===== src/hw/ata_cfg_defs.vh =====
// Purpose: constants for the drive interface configuration block
// Assumes: register bit n, numbered msb-first, sits on bus data bit 31-n
// Notes: definitions only
`ifndef ATA_CFG_DEFS_VH
`define ATA_CFG_DEFS_VH

// ==========================================
// register map
`define ADDR_W 8
`define CFG_ADDR 8'h28
`define STAT_ADDR 8'h40
`define CFG_RESET 32'h00000000

// ==========================================
// configuration register fields (bus bit positions)
`define POS_DEV_TYPE 31
`define POS_TM_HI 29
`define POS_TM_LO 28
`define POS_DMA_HI 22
`define POS_DMA_LO 20
`define POS_PIO_HI 18
`define POS_PIO_LO 16
`define POS_SOFT_RST 15
`define POS_HARD_RST 14
`define POS_DIR 12
`define POS_AUTO_CMD 10
`define POS_TRIGGER 9
`define POS_NONDATA 8

// ==========================================
// status register fields
`define POS_ST_BUSY 0
`define POS_ST_VALID 1
`define POS_ST_REFUSED 2

// ==========================================
// mode codes and speed limits
`define TM_PIO 2'h0
`define TM_MWDMA 2'h1
`define TM_RSVD 2'h2
`define TM_UDMA 2'h3
`define MWDMA_MAX 3'h2
`define UDMA_MAX 3'h4
`define PIO_MAX 3'h4

// ==========================================
// bus responses
`define RESP_OKAY 2'h0
`define RESP_SLVERR 2'h2

// ==========================================
// timing
`define CLK_PERIOD_NS 10
`define US_NS 1000
`define HRST_PULSE_US 25
`define TICK_CYCLES (`US_NS / `CLK_PERIOD_NS)

`endif


===== src/hw/ata_interface_config.v =====
// Purpose: drive interface configuration register on an AXI4-Lite slave
// Assumes: single clock aclk, synchronous active-low aresetn
// Notes: register bit n, numbered msb-first, is bus data bit 31-n
//
// Operation
// - device type bit 0 selects ATA protocol, 1 selects ATAPI protocol.
// - mode code 00 PIO, 01 multiword DMA, 11 ultra DMA; 10 invalid.
// - multiword DMA speed values 0..2 select modes 0..2; 3..7 reserved.
// - ultra DMA speed values 0..4 map up to mode 3; 5..7 reserved.
// - PIO speed values 0..4 select PIO modes 0..4; 5..7 reserved.
// - writing 1 to soft reset bit resets the internal ATA controller.
// - setting hard reset bit issues one 25 us reset pulse to drive.
// - hard reset bit reads set during the pulse, clear when done.
// - direction bit sets data direction across the drive interface.
// - write-only qualifier: 1 runs command, packet (ATAPI only), data; 0 data only.
// - writing trigger starts the sequencer; trigger clears after one cycle.
// - nondata flag 1 means the command has no data phase.
// - all configuration bits are zero after reset.
//
// Design decisions made here: the placing of the registers and register access over AXI4-Lite.
`timescale 1ns/1ps
`default_nettype none
`include "ata_cfg_defs.vh"

module ata_interface_config #(
	parameter integer TICK_CYCLES = `TICK_CYCLES,
	parameter integer PULSE_US = `HRST_PULSE_US
) (
	input wire aclk,
	input wire aresetn,
	input wire [`ADDR_W-1:0] s_axi_awaddr,
	input wire [2:0] s_axi_awprot,
	input wire s_axi_awvalid,
	output reg s_axi_awready,
	input wire [31:0] s_axi_wdata,
	input wire [3:0] s_axi_wstrb,
	input wire s_axi_wvalid,
	output reg s_axi_wready,
	output reg [1:0] s_axi_bresp,
	output reg s_axi_bvalid,
	input wire s_axi_bready,
	input wire [`ADDR_W-1:0] s_axi_araddr,
	input wire [2:0] s_axi_arprot,
	input wire s_axi_arvalid,
	output reg s_axi_arready,
	output reg [31:0] s_axi_rdata,
	output reg [1:0] s_axi_rresp,
	output reg s_axi_rvalid,
	input wire s_axi_rready,
	output reg device_type_select,
	output reg [1:0] transfer_mode_code,
	output reg [2:0] dma_speed_sel,
	output reg [2:0] pio_speed_sel,
	output wire mode_pio,
	output wire mode_mwdma,
	output wire mode_udma,
	output wire [2:0] timing_index,
	output reg controller_soft_reset,
	output wire drive_reset_n,
	output reg transfer_dir,
	output reg seq_start,
	output reg seq_cmd_phase,
	output reg seq_packet_phase,
	output reg seq_data_phase
);

// ==========================================
// helpers

// byte-enable to bit mask
function [31:0] lane_mask;
	input [3:0] strb;
	begin
		lane_mask = {{8{strb[3]}}, {8{strb[2]}}, {8{strb[1]}}, {8{strb[0]}}};
	end
endfunction

// mode code and speed grade form a usable combination
function cfg_ok;
	input [1:0] tm;
	input [2:0] dma;
	input [2:0] pio;
	begin
		case (tm)
		`TM_PIO: begin
			cfg_ok = (pio <= `PIO_MAX);
		end
		`TM_MWDMA: begin
			cfg_ok = (dma <= `MWDMA_MAX);
		end
		`TM_UDMA: begin
			cfg_ok = (dma <= `UDMA_MAX);
		end
		default: begin
			cfg_ok = 1'b0;
		end
		endcase
	end
endfunction

// ==========================================
// write channel capture

reg aw_full_r;
reg w_full_r;
reg [`ADDR_W-1:0] aw_addr_r;
reg [31:0] w_data_r;
reg [3:0] w_strb_r;
wire do_write;

// awaddr and wdata may come in either order; the write lands once both are held
assign do_write = aw_full_r && w_full_r && !s_axi_bvalid;

always @(posedge aclk) begin
	if (!aresetn) begin
		aw_full_r <= 1'b0;
		w_full_r <= 1'b0;
		aw_addr_r <= {`ADDR_W{1'b0}};
		w_data_r <= 32'h00000000;
		w_strb_r <= 4'h0;
		s_axi_awready <= 1'b1;
		s_axi_wready <= 1'b1;
		s_axi_bvalid <= 1'b0;
		s_axi_bresp <= `RESP_OKAY;
	end else begin
		if (s_axi_awvalid && s_axi_awready) begin
			aw_full_r <= 1'b1;
			aw_addr_r <= s_axi_awaddr;
			s_axi_awready <= 1'b0;
		end
		if (s_axi_wvalid && s_axi_wready) begin
			w_full_r <= 1'b1;
			w_data_r <= s_axi_wdata;
			w_strb_r <= s_axi_wstrb;
			s_axi_wready <= 1'b0;
		end
		if (do_write) begin
			aw_full_r <= 1'b0;
			w_full_r <= 1'b0;
			s_axi_bvalid <= 1'b1;
			s_axi_bresp <= (aw_addr_r == `CFG_ADDR || aw_addr_r == `STAT_ADDR) ?
				`RESP_OKAY : `RESP_SLVERR;
		end
		if (s_axi_bvalid && s_axi_bready) begin
			s_axi_bvalid <= 1'b0;
			s_axi_awready <= 1'b1;
			s_axi_wready <= 1'b1;
		end
	end
end

// ==========================================
// configuration register

wire cfg_wr;
wire st_wr;
wire [31:0] wmask;
wire [31:0] cfg_cur;
wire [31:0] cfg_new;
wire hrst_busy;
reg hrst_start_r;
reg refused_r;
wire trig_wr;
wire cfg_valid;
wire new_valid;
reg nondata_r;

assign cfg_wr = do_write && (aw_addr_r == `CFG_ADDR);
assign st_wr = do_write && (aw_addr_r == `STAT_ADDR);
assign wmask = lane_mask(w_strb_r);
assign cfg_valid = cfg_ok(transfer_mode_code, dma_speed_sel, pio_speed_sel);

// current stored value laid out on the bus, write-only bits as zero
assign cfg_cur = {device_type_select, 1'b0, transfer_mode_code, 5'h00, dma_speed_sel,
	1'b0, pio_speed_sel, controller_soft_reset, 1'b0, 1'b0, transfer_dir, 1'b0,
	1'b0, 1'b0, nondata_r, 8'h00};
assign cfg_new = (cfg_cur & ~wmask) | (w_data_r & wmask);
assign trig_wr = cfg_wr && cfg_new[`POS_TRIGGER];
assign new_valid = cfg_ok(cfg_new[`POS_TM_HI:`POS_TM_LO],
	cfg_new[`POS_DMA_HI:`POS_DMA_LO], cfg_new[`POS_PIO_HI:`POS_PIO_LO]);

always @(posedge aclk) begin
	if (!aresetn) begin
		device_type_select <= 1'b0;
		transfer_mode_code <= `TM_PIO;
		dma_speed_sel <= 3'h0;
		pio_speed_sel <= 3'h0;
		controller_soft_reset <= 1'b0;
		transfer_dir <= 1'b0;
		nondata_r <= 1'b0;
		hrst_start_r <= 1'b0;
	end else begin
		hrst_start_r <= 1'b0;
		if (cfg_wr) begin
			// reserved positions never reach storage
			device_type_select <= cfg_new[`POS_DEV_TYPE];
			transfer_mode_code <= cfg_new[`POS_TM_HI:`POS_TM_LO];
			dma_speed_sel <= cfg_new[`POS_DMA_HI:`POS_DMA_LO];
			pio_speed_sel <= cfg_new[`POS_PIO_HI:`POS_PIO_LO];
			controller_soft_reset <= cfg_new[`POS_SOFT_RST];
			transfer_dir <= cfg_new[`POS_DIR];
			nondata_r <= cfg_new[`POS_NONDATA];
			// a second pulse request while one runs is dropped
			hrst_start_r <= wmask[`POS_HARD_RST] && w_data_r[`POS_HARD_RST] &&
				!hrst_busy;
		end
	end
end

// ==========================================
// sequencer trigger; refused while in soft reset, in hard reset or misconfigured

wire trig_ok;

assign trig_ok = new_valid && !cfg_new[`POS_SOFT_RST] && !hrst_busy && !hrst_start_r;

always @(posedge aclk) begin
	if (!aresetn) begin
		seq_start <= 1'b0;
		seq_cmd_phase <= 1'b0;
		seq_packet_phase <= 1'b0;
		seq_data_phase <= 1'b0;
		refused_r <= 1'b0;
	end else begin
		seq_start <= trig_wr && trig_ok;
		if (trig_wr && trig_ok) begin
			// qualifier is sampled with the trigger and never stored for readback
			seq_cmd_phase <= cfg_new[`POS_AUTO_CMD];
			seq_packet_phase <= cfg_new[`POS_AUTO_CMD] && cfg_new[`POS_DEV_TYPE];
			seq_data_phase <= !cfg_new[`POS_NONDATA];
		end
		// set wins over a same-cycle clear
		if (trig_wr && !trig_ok) begin
			refused_r <= 1'b1;
		end else if (st_wr && wmask[`POS_ST_REFUSED] && w_data_r[`POS_ST_REFUSED]) begin
			refused_r <= 1'b0;
		end
	end
end

// ==========================================
// drive hard reset pulse

hard_reset_pulse #(
	.TICK_CYCLES(TICK_CYCLES),
	.PULSE_US(PULSE_US)
) u_hrst (
	.aclk(aclk),
	.aresetn(aresetn),
	.start(hrst_start_r),
	.busy(hrst_busy),
	.drive_reset_n(drive_reset_n)
);

// ==========================================
// mode and timing decode

speed_decode u_dec (
	.aclk(aclk),
	.aresetn(aresetn),
	.transfer_mode_code(transfer_mode_code),
	.dma_speed_sel(dma_speed_sel),
	.pio_speed_sel(pio_speed_sel),
	.mode_pio(mode_pio),
	.mode_mwdma(mode_mwdma),
	.mode_udma(mode_udma),
	.timing_index(timing_index)
);

// ==========================================
// read channel

reg [31:0] rd_mux;
wire hrst_flag;

assign hrst_flag = hrst_busy || hrst_start_r;

always @* begin
	rd_mux = 32'h00000000;
	if (s_axi_araddr == `CFG_ADDR) begin
		rd_mux = cfg_cur;
		rd_mux[`POS_HARD_RST] = hrst_flag;
	end else if (s_axi_araddr == `STAT_ADDR) begin
		rd_mux[`POS_ST_BUSY] = hrst_flag;
		rd_mux[`POS_ST_VALID] = cfg_valid;
		rd_mux[`POS_ST_REFUSED] = refused_r;
	end
end

always @(posedge aclk) begin
	if (!aresetn) begin
		s_axi_arready <= 1'b1;
		s_axi_rvalid <= 1'b0;
		s_axi_rdata <= 32'h00000000;
		s_axi_rresp <= `RESP_OKAY;
	end else begin
		if (s_axi_arvalid && s_axi_arready) begin
			s_axi_arready <= 1'b0;
			s_axi_rvalid <= 1'b1;
			s_axi_rdata <= rd_mux;
			s_axi_rresp <= (s_axi_araddr == `CFG_ADDR || s_axi_araddr == `STAT_ADDR) ?
				`RESP_OKAY : `RESP_SLVERR;
		end else if (s_axi_rvalid && s_axi_rready) begin
			s_axi_rvalid <= 1'b0;
			s_axi_arready <= 1'b1;
		end
	end
end

endmodule
`default_nettype wire


===== src/hw/hard_reset_pulse.v =====
// Purpose: timed active-low reset pulse toward the drive
// Assumes: start is a one-cycle pulse on aclk
// Notes: pulse length is PULSE_US ticks of a 1 us enable
`timescale 1ns/1ps
`default_nettype none
`include "ata_cfg_defs.vh"

module hard_reset_pulse #(
	parameter integer TICK_CYCLES = `TICK_CYCLES,
	parameter integer PULSE_US = `HRST_PULSE_US
) (
	input wire aclk,
	input wire aresetn,
	input wire start,
	output reg busy,
	output reg drive_reset_n
);

// ==========================================
// 1 us enable divider, restarted at pulse start so length is exact
reg [7:0] div_r;
reg [7:0] us_r;
wire tick;

assign tick = (div_r == TICK_CYCLES[7:0] - 8'h01);

always @(posedge aclk) begin
	if (!aresetn) begin
		div_r <= 8'h00;
		us_r <= 8'h00;
		busy <= 1'b0;
		drive_reset_n <= 1'b1;
	end else if (start && !busy) begin
		div_r <= 8'h00;
		us_r <= 8'h00;
		busy <= 1'b1;
		drive_reset_n <= 1'b0;
	end else if (busy) begin
		div_r <= tick ? 8'h00 : div_r + 8'h01;
		if (tick) begin
			if (us_r == PULSE_US[7:0] - 8'h01) begin
				busy <= 1'b0;
				drive_reset_n <= 1'b1;
			end
			us_r <= us_r + 8'h01;
		end
	end
end

endmodule
`default_nettype wire


===== src/hw/speed_decode.v =====
// Purpose: registered decode of transfer mode and speed grade
// Assumes: inputs are the stored configuration fields
// Notes: reserved codes give timing index 0; only the reserved mode code gives no mode
`timescale 1ns/1ps
`default_nettype none
`include "ata_cfg_defs.vh"

module speed_decode (
	input wire aclk,
	input wire aresetn,
	input wire [1:0] transfer_mode_code,
	input wire [2:0] dma_speed_sel,
	input wire [2:0] pio_speed_sel,
	output reg mode_pio,
	output reg mode_mwdma,
	output reg mode_udma,
	output reg [2:0] timing_index
);

// ultra dma grade table: 0 and 1 share mode 0, then one step per code
function [2:0] udma_grade;
	input [2:0] code;
	begin
		udma_grade = (code == 3'h0) ? 3'h0 : code - 3'h1;
	end
endfunction

always @(posedge aclk) begin
	if (!aresetn) begin
		mode_pio <= 1'b1;
		mode_mwdma <= 1'b0;
		mode_udma <= 1'b0;
		timing_index <= 3'h0;
	end else begin
		mode_pio <= (transfer_mode_code == `TM_PIO);
		mode_mwdma <= (transfer_mode_code == `TM_MWDMA);
		mode_udma <= (transfer_mode_code == `TM_UDMA);
		case (transfer_mode_code)
		`TM_PIO: begin
			timing_index <= (pio_speed_sel <= `PIO_MAX) ? pio_speed_sel : 3'h0;
		end
		`TM_MWDMA: begin
			timing_index <= (dma_speed_sel <= `MWDMA_MAX) ? dma_speed_sel : 3'h0;
		end
		`TM_UDMA: begin
			timing_index <= (dma_speed_sel <= `UDMA_MAX) ? udma_grade(dma_speed_sel) : 3'h0;
		end
		default: begin
			timing_index <= 3'h0;
		end
		endcase
	end
end

endmodule
`default_nettype wire


===== config.mk =====
export PLATFORM = sky130hd
export DESIGN_NAME = ata_interface_config
export DESIGN_NICKNAME = d
export VERILOG_FILES = /design/src/hw/ata_interface_config.v /design/src/hw/hard_reset_pulse.v /design/src/hw/speed_decode.v
export VERILOG_INCLUDE_DIRS = /design/src /design/src/hw
export SDC_FILE = /design/constraint.sdc
export NUM_CORES = 1
export LEC_CHECK = 0
export ABC_AREA = 1
export BUFFER_PORTS_ARGS = -buffer_cell sky130_fd_sc_hd__buf_2
export CAP_MARGIN = 20
export CORE_AREA = 2 2 123 125
export CTS_BUF_LIST = sky130_fd_sc_hd__clkbuf_4
export CTS_CLUSTER_SIZE = 28
export DETAILED_ROUTE_END_ITERATION = 10
export DIE_AREA = 0 0 125 127
export GPL_TIMING_DRIVEN = 1
export HOLD_SLACK_MARGIN = 0.03
export PLACE_DENSITY_LB_ADDON = 0.1
export SLEW_MARGIN = 20
export SYNTH_ARGS = -nofsm -noshare
export SYNTH_HDL_FRONTEND = slang
export SYNTH_SLANG_ARGS = --single-unit

===== constraint.sdc =====
create_clock -name aclk -period 1.9 [get_ports aclk]
set_clock_uncertainty 0.2 [all_clocks]
set_input_delay 0.095 -clock aclk [delete_from_list [all_inputs] [get_ports aclk]]
set_output_delay 0.095 -clock aclk [all_outputs]
set_load 0.005 [all_outputs]

# Yosys cells after proc, flatten, opt, wreduce, memory -nomap -nowiden
# Cells that the tools add are included.
[op_classes]
bitwise_logic = 5
magnitude_cmp = 6
muxes = 27
n_eq_ne = 10
add_sub_neg = 3
n_reduce_logical = 44
[op_table]
columns = ["operator", "n"]
rows = [
  ["32-bit AND", 2],
  ["32-bit NOT", 1],
  ["32-bit OR", 1],
  ["29-bit two-way mux", 1],
  ["8-bit by 7-bit equality test with 1-bit output, second input constant", 3],
  ["1-bit logical AND", 21],
  ["3-bit two-way mux", 6],
  ["8-bit by 1-bit adder with 8-bit output, second input constant", 2],
  ["8-bit by 6-bit equality test with 1-bit output, second input constant", 2],
  ["1-bit two-way mux", 14],
  ["3-bit <= comparator, second input constant", 4],
  ["2-bit nonzero test", 5],
  ["3-bit one-hot mux with 3 select lines", 1],
  ["8-bit by 5-bit equality test with 1-bit output, second input constant", 1],
  ["8-bit two-way mux", 1],
  ["3-bit by 2-bit <= comparator with 1-bit output, second input constant", 2],
  ["1-bit logical NOT", 6],
  ["1-bit one-hot mux with 3 select lines", 2],
  ["2-bit OR reduction", 3],
  ["2-bit by 1-bit equality test with 1-bit output, second input constant", 2],
  ["2-bit equality test, second input constant", 2],
  ["2-bit logical NOT", 2],
  ["2-bit two-way mux", 2],
  ["2-bit AND reduction", 2],
  ["5 further kinds", 7],
]
[word_totals]
reg_bits = 129
in_bits = 65

# Longest topological paths before layout
# Gate-level depths: netlist of the first run.
[logic_depth]
word_depth = 11
depth_mapped = 10

# By module
# From an unflattened synthesis of the first run, not the netlist that was laid out.
[hier_totals]
hier_cells = 572
area_unflattened_um2 = 4301.6
[by_module_without_submodules]
columns = ["module", "cells_each", "area_each_um2", "n_inst"]
rows = [
  ["ata_interface_config", 399, 3007.9, 1],
  ["hard_reset_pulse", 130, 988.4, 1],
  ["speed_decode", 43, 305.3, 1],
]

# Least setup slack after synthesis of the first run
# No wires, ideal clock.
[synth_timing]
kind = "register -> register"
start = "reg u_hrst.div_r[1]"
end = "reg u_hrst.us_r[6]"
t_arrival_ps = 1299
setup_ps = 115
path_stages_with_launch = 9
n_path_buf = 0
required_ps = 1585
synth_period_minus_slack_ps = 1614
setup_slack_ps = 286
cell_sequence = "dfxtp_1 ha_1 nand4_1 nor3_4 nand3_1 nor2_1 nand3_1 nand2_1 nor2_1"
[synth_between]
elab_chain_len = 2
[synth_rtl]
columns = ["element", "line_no", "text"]
rows = [
  ["start: declaration", "hard_reset_pulse.v:21", "reg [7:0] div_r;"],
  ["start signal: assignment", "hard_reset_pulse.v:39", "div_r <= tick ? 8'h00 : div_r + 8'h01;"],
  ["8-bit by 7-bit equality test with 1-bit output", "hard_reset_pulse.v:25", "assign tick = (div_r == TICK_CYCLES[7:0] - 8'h01);"],
  ["2-bit AND reduction (no line)", "-", ""],
  ["end signal: assignment", "hard_reset_pulse.v:45", "us_r <= us_r + 8'h01;"],
  ["end: declaration", "hard_reset_pulse.v:22", "reg [7:0] us_r;"],
]
# Every way passes these cells.
# A chain may end at the register's enable or synchronous reset.

# Worst setup path after layout of the first run
[layout_timing]
start = "in s_axi_araddr[0]"
end = "reg s_axi_rdata[8]"
[layout_between]
elab_chain_len = 2
[layout_rtl]
columns = ["element", "line_no", "text"]
rows = [
  ["start: declaration", "ata_interface_config.v:42", "input wire [`ADDR_W-1:0] s_axi_araddr,"],
  ["8-bit by 6-bit equality test with 1-bit output (no line)", "-", ""],
  ["29-bit two-way mux", "ata_interface_config.v:280", "if (s_axi_araddr == `CFG_ADDR) begin"],
  ["end signal: assignment", "ata_interface_config.v:300", "s_axi_rdata <= rd_mux;"],
  ["end: declaration", "ata_interface_config.v:46", "output reg [31:0] s_axi_rdata,"],
]
# Every way passes these cells.

==> results.md, run 1 <==
* Die area at 15900 um^2
* Worst path arrival time at 2.08 ns
* RePlAce Congestion at 0.789
* Post-Layout Cell Count at 898
* Chip Width at 125 um
* Drt drc at 0
* TritonCTS buffer count at 9
* Crit. End Element: flip-flop
* Core Box Area at 14400 um^2
* Max-Cap Viols at 0
* Mean Syn Cell Area at 7.55 um^2
* Clk buf depth at 2
* Pwr Total at 4.04 mW
* Initial DRC Count at 167
* Placed cells at 811
* Area Overhead vs Synth at 37.4%
* Cell Pwr Density at 715 nW/um^2
* Post-synth top area cell: dfxtp_1
* Congestion Overflow GR at 0
* Slew Limit Fails at 0
* Htree depth at 3
* Post-layout min period at 1.88 ns
* CP Max Fanout at 13
* Setup_tns at 0 ns
* Post-synth cell types at 38
* Final setup fails at 0
* Antenna violations before repair at 0
* Post-synthesis sequential area ratio at 46.2%
* Via total after detailed routing at 3991
* Final wirelength at 11.1 mm
* Final net count at 780
* Share of cells above drive strength 1 at 20.7%
* Clk pwr share at 34.6%
* Area after DPL at 4720 um^2
* Critical Path Start Type: input port
* Final Cell Area at 5660 um^2
* HP Class: in -> reg
* Post-DR vias/cell at 4.44
* Synth area leaders: dfxtp_1 46%, nand2_1 8.7%, nor2_1 7.6%
* Latest clock arrival within the worst-skew pair at 0.47 ns
* Largest vdd supply drop at 0.392 mV
* Pre-CTS WS at 0.128 ns
* Setup WS post-layout at 0.0238 ns
* Gr usage total at 14.2%
* Switching share of power at 25.2%
* Synth Cell Area at 4120 um^2
* Final period util at 98.7%
* I/O pin total at 128
* DRT antenna net count at 0
* Internal power at 3.02 mW
* Row count at 44
* Initial Util at 28.5%
* Final hold slack at 0.187 ns
* DRT Pass-1 Iters at 4
* Seq cells post-synth at 95
* Synth top area share at 46.2%
* Fmax at 0.533 GHz
* WL/cell at 12.3 um
* Synth Instances at 545
* Logic pwr share at 12.9%
* Flop pwr share at 52.6%
* Reg clk slew, reported paths at 0.16 ns
* Outcome: completed
* Vias in the first global route at 3823
* Global-route wire length before repair at 18.2 mm
* Leakage at 2.51 nW
* RSZ-0062 raised after global routing: true
* Antenna cells at 0
* Final hold violation count at 0
* IO buf count at 87
* Clock sink count at 95
* Psw at 1.02 mW
* Largest net degree at the start of global routing at 32
* Critical path class: in -> reg
* Die Ht at 127 um
* WP data required at 2.10 ns
* Synth warnings at 0
* CTS Root Buffer Type: clkbuf_4
* TritonCTS clock tree: yes
* Layout Utilization at 39.2%
* HPWL after DPL at 7.93 mm
-- registers in the layout (all words and copies together) (netlist names), 2 cells and up, named ones only --
| register | flops |
|---|---|
| pio_speed_sel | 3 |
| aw_addr_r | 8 |
| u_dec.timing_index | 3 |
| w_data_r | 16 |
| dma_speed_sel | 3 |
| u_hrst.us_r | 8 |
| transfer_mode_code | 2 |
| w_strb_r | 4 |
| s_axi_rdata | 16 |
| u_hrst.div_r | 8 |
-- final timing paths --
check | start | cells past startpoint | end | slack (ns)
worst min register to register | w_data_r[16]$_SDFFE_PN0P_ | 2 | w_data_r[16]$_SDFFE_PN0P_ | 0.26
worst max-delay path | s_axi_araddr[0] | 8 | s_axi_rdata[8]$_SDFFE_PN0P_ | 0.02
worst max register to register | s_axi_wready$_SDFFE_PP1P_ | 5 | w_strb_r[3]$_SDFFE_PN0P_ | 0.14
worst min-delay path | s_axi_bready | 4 | s_axi_awready$_SDFFE_PP1P_ | 0.19
-- synth_stat cells (all sizes together) --
cell type   n
nor2       87
or2         4
nand2      98
a21oi      48
o21bai      1
nand3      14
o21a        3
a31oi       1
conb        1
buf        24
inv        56
o221ai      1
dfxtp      95
clkbuf     10
nor3b       1
xnor2       1
nor4        2
clkinv      3
ha          6
a211oi     13
nand4      13
o21ai      45
nor3       18
-- logic make-up (layout without fill, tap and decap cells) --
group / count (synthesis) / count (layout) / synth area share (%)
compound gates: 112 / 112 / 15.2
xor+xnor: 1 / 1 / 0.213
fa+ha+maj: 6 / 6 / 1.82
buf+inv: 93 / 245 / 10.5
flops: 95 / 95 / 46.2
other cells: 1 / 18 / 0.0911
simple gates: 237 / 237 / 26.0
-- power groups by stage --
stage          registers [mW]  clock network [mW]  logic (mW)
6_report                 2.12                1.40       0.520
5_1_grt                  2.14                1.54       0.590
4_1_cts                  2.12                1.46       0.514
3_5_place_dp             2.17                   0       0.386
3_3_place_gp             2.17                   0       0.382
2_1_floorplan            2.16                   0       0.271
-- critical path, cell delays in order --
cell and delay [ns]:
dlygate4sd3_1 0.54, buf_2 0.13, nor2_1 0.09, dlygate4sd3_1 0.59, nand4_1 0.13, nand2_1 0.16, nand2_4 0.15, a211oi_1 0.20
-- layout by cell type (no fill, tap or decap), drive strengths merged --
| cell | count |
|---|---|
| clkbuf | 10 |
| a21oi | 48 |
| a31oi | 1 |
| dfxtp | 95 |
| o21bai | 1 |
| nand2 | 98 |
| nor3b | 1 |
| buf | 99 |
| dlygate4sd3 | 71 |
| nor2 | 87 |
| inv | 57 |
| conb | 18 |
| nor3 | 18 |
| nor4 | 2 |
| nand3 | 14 |
| a211oi | 13 |
| xnor2 | 1 |
| ha | 6 |
| o221ai | 1 |
| bufinv | 3 |
| o21ai | 45 |
| o21a | 3 |
| nand4 | 13 |
| or2 | 4 |
| clkinv | 5 |
-- cell type report --
class | instances | area, um^2
Fill cell | 1514 | 8770
Clock buffer | 10 | 75.1
Multi-Input combinational cell | 374 | 1870
Tap cell | 184 | 230
Clock inverter | 6 | 116
Timing Repair Buffer | 170 | 1240
Sequential cell | 95 | 1910
Inverter | 59 | 221
-- routing by layer --
metal	vias to the layer above	GRT usage (%)	part of all wire, %
met5	-	0	0
met3	17	4.02	5.2
li1	2075	-	-
met4	0	4.38	1.7
met1	1796	17.2	45
met2	103	24.5	48
-- what timing repair did --
item                                    CTS  global route
setup buffers                             0             0
hold buffers                             71             0
gates resized for setup                   0            13
endpoints found under the setup margin    0            26
hold endpoints to repair                 80             0
(Power assumes the default switching activity.)
==> run 2, diff against run 1 <==
--- a/config.mk
+++ b/config.mk
@@ -9,11 +9,11 @@
 export ABC_AREA = 1
 export BUFFER_PORTS_ARGS = -buffer_cell sky130_fd_sc_hd__buf_2
 export CAP_MARGIN = 20
-export CORE_AREA = 2 2 123 125
+export CORE_AREA = 3 3 124 126
 export CTS_BUF_LIST = sky130_fd_sc_hd__clkbuf_4
 export CTS_CLUSTER_SIZE = 28
 export DETAILED_ROUTE_END_ITERATION = 10
-export DIE_AREA = 0 0 125 127
+export DIE_AREA = 0 0 127 129
 export GPL_TIMING_DRIVEN = 1
 export HOLD_SLACK_MARGIN = 0.03
 export PLACE_DENSITY_LB_ADDON = 0.1
==> run 2 against run 1 <==
Power is 9.4% lower. Sequential share of layout area grew 1.3 points. Non-clock buffer count fell by 19. Global-route usage decreased by 0.48 points. Via count is 2.2% lower.
==> results.md, run 2 (synthesis gave the netlist of run 1 again) <==
* Initial DRC Count at 131 (was 167)
* TritonCTS clock tree: yes (unchanged)
* Worst Setup EP: s_axi_rdata[2]$_SDFFE_PN0P_ (was s_axi_rdata[8]$_SDFFE_PN0P_)
* CTS Root Buffer Type: clkbuf_4 (unchanged)
* Antenna cells at 0 (unchanged)
* Htree depth at 3 (unchanged)
* Initial Util at 28.5% (unchanged)
* Largest net degree at the start of global routing at 31 (was 32)
* Final Cell Area at 5440 um^2 (was 5660 um^2)
* CP max stage delay at 0.56 ns (was 0.59 ns)
* Critical Path Start Type: input port (unchanged)
* Outcome: completed (unchanged)
* Cell Pwr Density at 674 nW/um^2 (was 715 nW/um^2)
* Final period util at 98.4% (was 98.7%)
* Regs by FF count: s_axi_rdata (16), w_data_r (16) (unchanged)
* Row count at 44 (unchanged)
* I/O pin total at 128 (unchanged)
* CP Max Fanout at 3 (was 13)
* Drt drc at 0 (unchanged)
* Reg-to-Reg Start: s_axi_wready$_SDFFE_PP1P_ (unchanged)
* Critical path, cell by cell: dlygate4sd3_1 -> buf_2 -> inv_1 -> nand2_1 -> dlygate4sd3_1 -> nor2_1 -> nand3_1 -> nor2_2 -> nand2_1 -> a21oi_1 (was dlygate4sd3_1 -> buf_2 -> nor2_1 -> dlygate4sd3_1 -> nand4_1 -> nand2_1 -> nand2_4 -> a211oi_1)
* Final hold violation count at 0 (unchanged)
* Final setup fails at 0 (unchanged)
* Core Box Area at 14400 um^2 (unchanged)
* Worst path arrival time at 2.06 ns (was 2.08 ns)
* Gr usage total at 13.7% (was 14.2%)
* Reg clk slew, reported paths at 0.14 ns (was 0.16 ns)
* Slew Limit Fails at 0 (unchanged)
* Critical path class: in -> reg (unchanged)
* TritonCTS buffer count at 9 (unchanged)
* Internal power at 2.70 mW (was 3.02 mW)
* Area Overhead vs Synth at 32.1% (was 37.4%)
* Reg2reg end: w_strb_r[1]$_SDFFE_PN0P_ (was w_strb_r[3]$_SDFFE_PN0P_)
* Antenna violations before repair at 0 (unchanged)
* IO buf count at 87 (unchanged)
* Die area at 16400 um^2 (was 15900 um^2)
* HPWL after DPL at 8.04 mm (was 7.93 mm)
* Setup_tns at 0 ns (unchanged)
* Largest vdd supply drop at 0.324 mV (was 0.392 mV)
* Final wirelength at 11.1 mm (about the same)
* Area after DPL at 4730 um^2 (was 4720 um^2)
* Psw at 966 uW (was 1.02 mW)
* Clk buf depth at 2 (unchanged)
* Die Ht at 129 um (was 127 um)
* Post-DR vias/cell at 4.44 (about the same)
* RePlAce Congestion at 0.808 (was 0.789)
* Commonest non-fill, non-tap cells in the layout: 92 x nand2_1, 91 x dfxtp_1, 87 x buf_2 (was 94 x nand2_1, 90 x dfxtp_1, 87 x buf_2)
* Post-layout min period at 1.87 ns (was 1.88 ns)
* Fmax at 0.535 GHz (was 0.533 GHz)
* Worst Setup SP: s_axi_araddr[5] (was s_axi_araddr[0])
* Pre-CTS WS at 0.122 ns (was 0.128 ns)
* Leakage at 2.44 nW (was 2.51 nW)
* WP data required at 2.09 ns (was 2.10 ns)
* Via total after detailed routing at 3903 (was 3991)
* DRT antenna net count at 0 (unchanged)
* DRT Pass-1 Iters at 4 (unchanged)
* Latest clock arrival within the worst-skew pair at 0.45 ns (was 0.47 ns)
* Global-route wire length before repair at 18.0 mm (was 18.2 mm)
* Commonest non-fill, non-tap cell in the layout: nand2_1 (unchanged)
* RSZ-0062 raised after global routing: false (was true)
* Share of cells above drive strength 1 at 21.7% (was 20.7%)
* Layout Utilization at 37.7% (was 39.2%)
* Max-Cap Viols at 0 (unchanged)
* Switching share of power at 26.3% (was 25.2%)
* Chip Width at 127 um (was 125 um)
* Flop pwr share at 57.9% (was 52.6%)
* Logic pwr share at 13.4% (was 12.9%)
* Vias in the first global route at 3771 (was 3823)
* Crit. End Element: flip-flop (unchanged)
* Clk pwr share at 28.7% (was 34.6%)
* Congestion Overflow GR at 0 (unchanged)
* Clock sink count at 95 (unchanged)
* R2R setup slack at 0.19 ns (was 0.14 ns)
* Slowest CP cell: dlygate4sd3_1 (unchanged)
* HP Class: in -> reg (unchanged)
* Min-delay src: s_axi_araddr[1] (was s_axi_bready)
* WL/cell at 12.6 um (was 12.3 um)
* R2R depth at 5 (unchanged)
* Final net count at 762 (was 780)
* Pwr Total at 3.67 mW (was 4.04 mW)
* Setup WS post-layout at 0.0309 ns (was 0.0238 ns)
[run 2: what timing repair did]
action                     CTS  global route
gates resized for setup      0            21
hold buffers                51             0
hold endpoints to repair    82             0
setup buffers                0             0
setup endpoints to repair    0            25
[run 2: power groups by stage]
stage,Clock [mW],Combinational (mW),Sequential [mW]
floorplan,0,0.271,2.16
global placement,0,0.383,2.16
detailed placement,0,0.388,2.17
CTS,1.11,0.475,2.12
global route,1.20,0.559,2.14
finish,1.05,0.491,2.12
[run 2: worst min path at each step]
| stage | end | cells after the start |
|---|---|---|
| after floorplan | s_axi_awready$_SDFFE_PP1P_ | 2 |
| after global placement | w_data_r[9]$_SDFFE_PN0P_ | 3 |
| after detailed placement | w_strb_r[0]$_SDFFE_PN0P_ | 3 |
| after CTS | w_data_r[10]$_SDFFE_PN0P_ | 4 |
| after global routing | s_axi_rdata[0]$_SDFFE_PN0P_ | 7 |
| final | s_axi_rdata[0]$_SDFFE_PN0P_ | 7 |
[run 2: per-stage QoR]
step,hold WS (ns),std cells
3_3_place_gp,0.143,812
6_report,0.155,879
5_1_grt,0.145,879
4_1_cts,0.160,878
3_5_place_dp,0.154,812
2_1_floorplan,0.0500,562
[run 2: final cells by class]
type / count / area [um^2]
timing repair buffer: 151 / 1050
sequential: 95 / 1910
multi-input combinational: 375 / 1900
inverter: 59 / 221
fill: 1548 / 8990
clock inverter: 5 / 50.0
tap: 184 / 230
clock buffer: 10 / 75.1
[run 2: critical path, delay by kind of cell]
kind,cells,cell delay (ns)
buffers and inverters,4,1.29
AND/OR/NAND/NOR,5,0.56
AO/OA/AOI/OAI,1,0.13
[run 2: metal layers]
| metal | vias to the layer above | GRT usage (%) | routed length, um |
|---|---|---|---|
| met5 | - | 0 | 0 |
| met2 | 84 | 23.3 | 5300 |
| met4 | 0 | 4.04 | 148 |
| met3 | 11 | 4.03 | 521 |
| li1 | 2031 | - | - |
| met1 | 1777 | 16.9 | 5100 |
==> run 3, diff against run 2 <==
--- a/config.mk
+++ b/config.mk
@@ -9,6 +9,8 @@
 export ABC_AREA = 1
 export BUFFER_PORTS_ARGS = -buffer_cell sky130_fd_sc_hd__buf_2
 export CAP_MARGIN = 20
+export CELL_PAD_IN_SITES_DETAIL_PLACEMENT = 1
+export CELL_PAD_IN_SITES_GLOBAL_PLACEMENT = 1
 export CORE_AREA = 3 3 124 126
 export CTS_BUF_LIST = sky130_fd_sc_hd__clkbuf_4
 export CTS_CLUSTER_SIZE = 28
==> constraint.sdc (replaced) <==
create_clock -name aclk -period 2 [get_ports aclk]
set_clock_uncertainty 0.2 [all_clocks]
set_input_delay 0.1 -clock aclk [delete_from_list [all_inputs] [get_ports aclk]]
set_output_delay 0.1 -clock aclk [all_outputs]
set_load 0.005 [all_outputs]
==> run 3 against run 2 <==
Routed wire length grew 11%. Global-route usage rose by 1.7 points. Setup slack improved by 0.031 ns. First-iteration DRC count is 19% higher. Power is 1.9% higher. Hold slack worse by 0.098 ns.
==> results.md, run 3 (synthesis gave the netlist of run 1 again) <==
* Logic pwr share at 13.7% (was 13.4%)
* WHS Path Cells at 4 (was 7)
* CP max stage delay at 0.58 ns (was 0.56 ns)
* Row count at 44 (unchanged)
* Die Ht at 129 um (unchanged)
* Internal power at 2.73 mW (was 2.70 mW)
* Number of cells on the critical path at 9 (was 10)
* Latest clock arrival within the worst-skew pair at 0.47 ns (was 0.45 ns)
* Vias in the first global route at 4183 (was 3771)
* Post-DR vias/cell at 4.48 (was 4.44)
* Number of post-CTS setup repair buffers at 0 (unchanged)
* Area Overhead vs Synth at 37.9% (was 32.1%)
* Antenna violations before repair at 1 (was 0)
* TritonCTS buffer count at 9 (unchanged)
* Worst-margin pin slew at 0.725 ns
* Worst path arrival time at 2.13 ns (was 2.06 ns)
* WP data required at 2.19 ns (was 2.09 ns)
* Clk buf depth at 2 (unchanged)
* Die area at 16400 um^2 (unchanged)
* Crit. End Element: flip-flop (unchanged)
* I/O pin total at 128 (unchanged)
* Final setup fails at 0 (unchanged)
* Pre-CTS WS at 0.214 ns (was 0.122 ns)
* Fmax at 0.516 GHz
* Cell Pwr Density at 658 nW/um^2 (was 674 nW/um^2)
* Reg clk slew, reported paths at 0.16 ns (was 0.14 ns)
* Setup_tns at 0 ns (unchanged)
* Slowest CP cell: dlygate4sd3_1 (unchanged)
* Clk pwr share at 32.3% (was 28.7%)
* Critical path class: in -> reg (unchanged)
* Commonest non-fill, non-tap cells in the layout: 95 x dfxtp_1, 93 x nand2_1, 87 x buf_2 (was 92 x nand2_1, 91 x dfxtp_1, 87 x buf_2)
* Regs by FF count: s_axi_rdata (16), w_data_r (16) (unchanged)
* Chip Width at 127 um (unchanged)
* Critical path, cell by cell: dlygate4sd3_1 -> buf_2 -> inv_1 -> nor3_2 -> dlygate4sd3_1 -> nand4_1 -> nand2_2 -> nand2_4 -> a211oi_1 (was dlygate4sd3_1 -> buf_2 -> inv_1 -> nand2_1 -> dlygate4sd3_1 -> nor2_1 -> nand3_1 -> nor2_2 -> nand2_1 -> a21oi_1)
* Initial Util at 28.5% (unchanged)
* HPWL after DPL at 8.71 mm (was 8.04 mm)
* RSZ-0062 raised after global routing: false (unchanged)
* Commonest non-fill, non-tap cell in the layout: dfxtp_1 (was nand2_1)
* WL/cell at 13.6 um (was 12.6 um)
* Initial DRC Count at 156 (was 131)
* Psw at 1.00 mW (was 966 uW)
* Slew Limit Fails at 0 (unchanged)
* Core Box Area at 14400 um^2 (unchanged)
* Critical Path Start Type: input port (unchanged)
* WP buf/inv at 4 (unchanged)
* Largest vdd supply drop at 0.243 mV (was 0.324 mV)
* Gr usage total at 15.4% (was 13.7%)
* CTS Root Buffer Type: clkbuf_4 (unchanged)
* IO buf count at 87 (unchanged)
* Final net count at 784 (was 762)
* DR WL met2 at 6.19 mm (was 5.30 mm)
* R2R depth at 5 (unchanged)
* Relative slew slack at 51.5%
* CP Max Fanout at 13 (was 3)
* Final hold violation count at 0 (unchanged)
* DRT antenna net count at 0 (unchanged)
* Congestion Overflow GR at 0 (unchanged)
* Share of cells above drive strength 1 at 19.8% (was 21.7%)
* Htree depth at 3 (unchanged)
* Drt drc at 0 (unchanged)
* Via total after detailed routing at 4049 (was 3903)
* DR WL met3 at 383 um (was 521 um)
* Post-layout min period at 1.94 ns
* TritonCTS clock tree: yes (unchanged)
* Top Layer Used: met4 (unchanged)
* Max-Cap Viols at 0 (unchanged)
* Final wirelength at 12.3 mm (was 11.1 mm)
* WL met1 at 5.51 mm (was 5.10 mm)
* Final period util at 96.9%
* Top delay family on crit path: buffers and inverters (unchanged)
* Setup WS post-layout at 0.0621 ns (was 0.0309 ns)
* RePlAce Congestion at 0.804 (was 0.808)
* DRT Pass-1 Iters at 4 (unchanged)
* CP most frequent cell: dlygate4sd3_1
* Switching share of power at 26.9% (was 26.3%)
* Flop pwr share at 54.0% (was 57.9%)
* HP Class: in -> reg (unchanged)
* Clock sink count at 95 (unchanged)
* Largest net degree at the start of global routing at 32 (was 31)
* Global-route wire length before repair at 20.1 mm (was 18.0 mm)
* Leakage at 2.51 nW (was 2.44 nW)
* Outcome: completed (unchanged)
[run 3: cell count changes in the layout (fill, tap and decap cells not counted), moves of 2 or more]
cell           change
dlygate4sd3_1     +26
nor2_1             +2
dfxtp_2            -4
inv_6              +2
dfxtp_1            +4
nor2_2             -2
[run 3: area by class of cell]
cell class                      count  area, um^2
Antenna cell                        1        2.50
Clock buffer                        9        67.6
Clock inverter                      7        93.8
Fill cell                        1818        8750
Inverter                           59         221
Multi-Input combinational cell    374        1880
Sequential cell                    95        1900
Tap cell                          184         230
Timing Repair Buffer              174        1280
[run 3: power groups by stage]
stage	Sequential, mW	Combinational [mW]	Clock (mW)
floorplan	2.05	0.257	0
global placement	2.06	0.363	0
detailed placement	2.06	0.371	0
CTS	2.02	0.502	1.27
global route	2.03	0.581	1.34
finish	2.02	0.512	1.21
[run 3: path summary, 6_finish.rpt]
path                                                endpoint  slack, ns                       from
worst max-delay path            s_axi_rdata[18]$_SDFFE_PN0P_       0.06            s_axi_araddr[5]
worst min-delay path            s_axi_rdata[12]$_SDFFE_PN0P_       0.06                    aresetn
worst max register to register     w_data_r[10]$_SDFFE_PN0P_       0.19  s_axi_wready$_SDFFE_PP1P_
worst min register to register     w_data_r[28]$_SDFFE_PN0P_       0.27  w_data_r[28]$_SDFFE_PN0P_
[run 3: what timing repair did]
| item | CTS | global route |
|---|---|---|
| gates resized for setup | 0 | 8 |
| hold endpoints to repair | 67 | 0 |
| hold buffers | 76 | 0 |
| endpoints found under the setup margin | 0 | 14 |
[run 3: tightest hold or removal path, cell delays in order]
cell and delay [ns]:
buf_2 0.11, buf_4 0.22, nand2_4 0.22, nor3_2 0.05
[run 3: per-stage QoR]
step                power (mW)  area (um^2)  instances  util, %  hold slack, ns
detailed placement        2.43         4720        810     32.7           0.159
CTS                       3.79         5640        902     39.1          0.0940
global placement          2.42         4720        810     32.7           0.149
global route              3.95         5680        903     39.3          0.0669
finish                    3.74         5680        903     39.3          0.0575
floorplan                 2.31         4180        562        -          0.0550
[run 3: layer usage]
| layer | vias up | track usage, % |
|---|---|---|
| li1 | 2075 | - |
| met1 | 1894 | 18.2 |
| met2 | 63 | 27.7 |
| met3 | 17 | 2.70 |
| met4 | 0 | 6.18 |
| met5 | - | 0 |
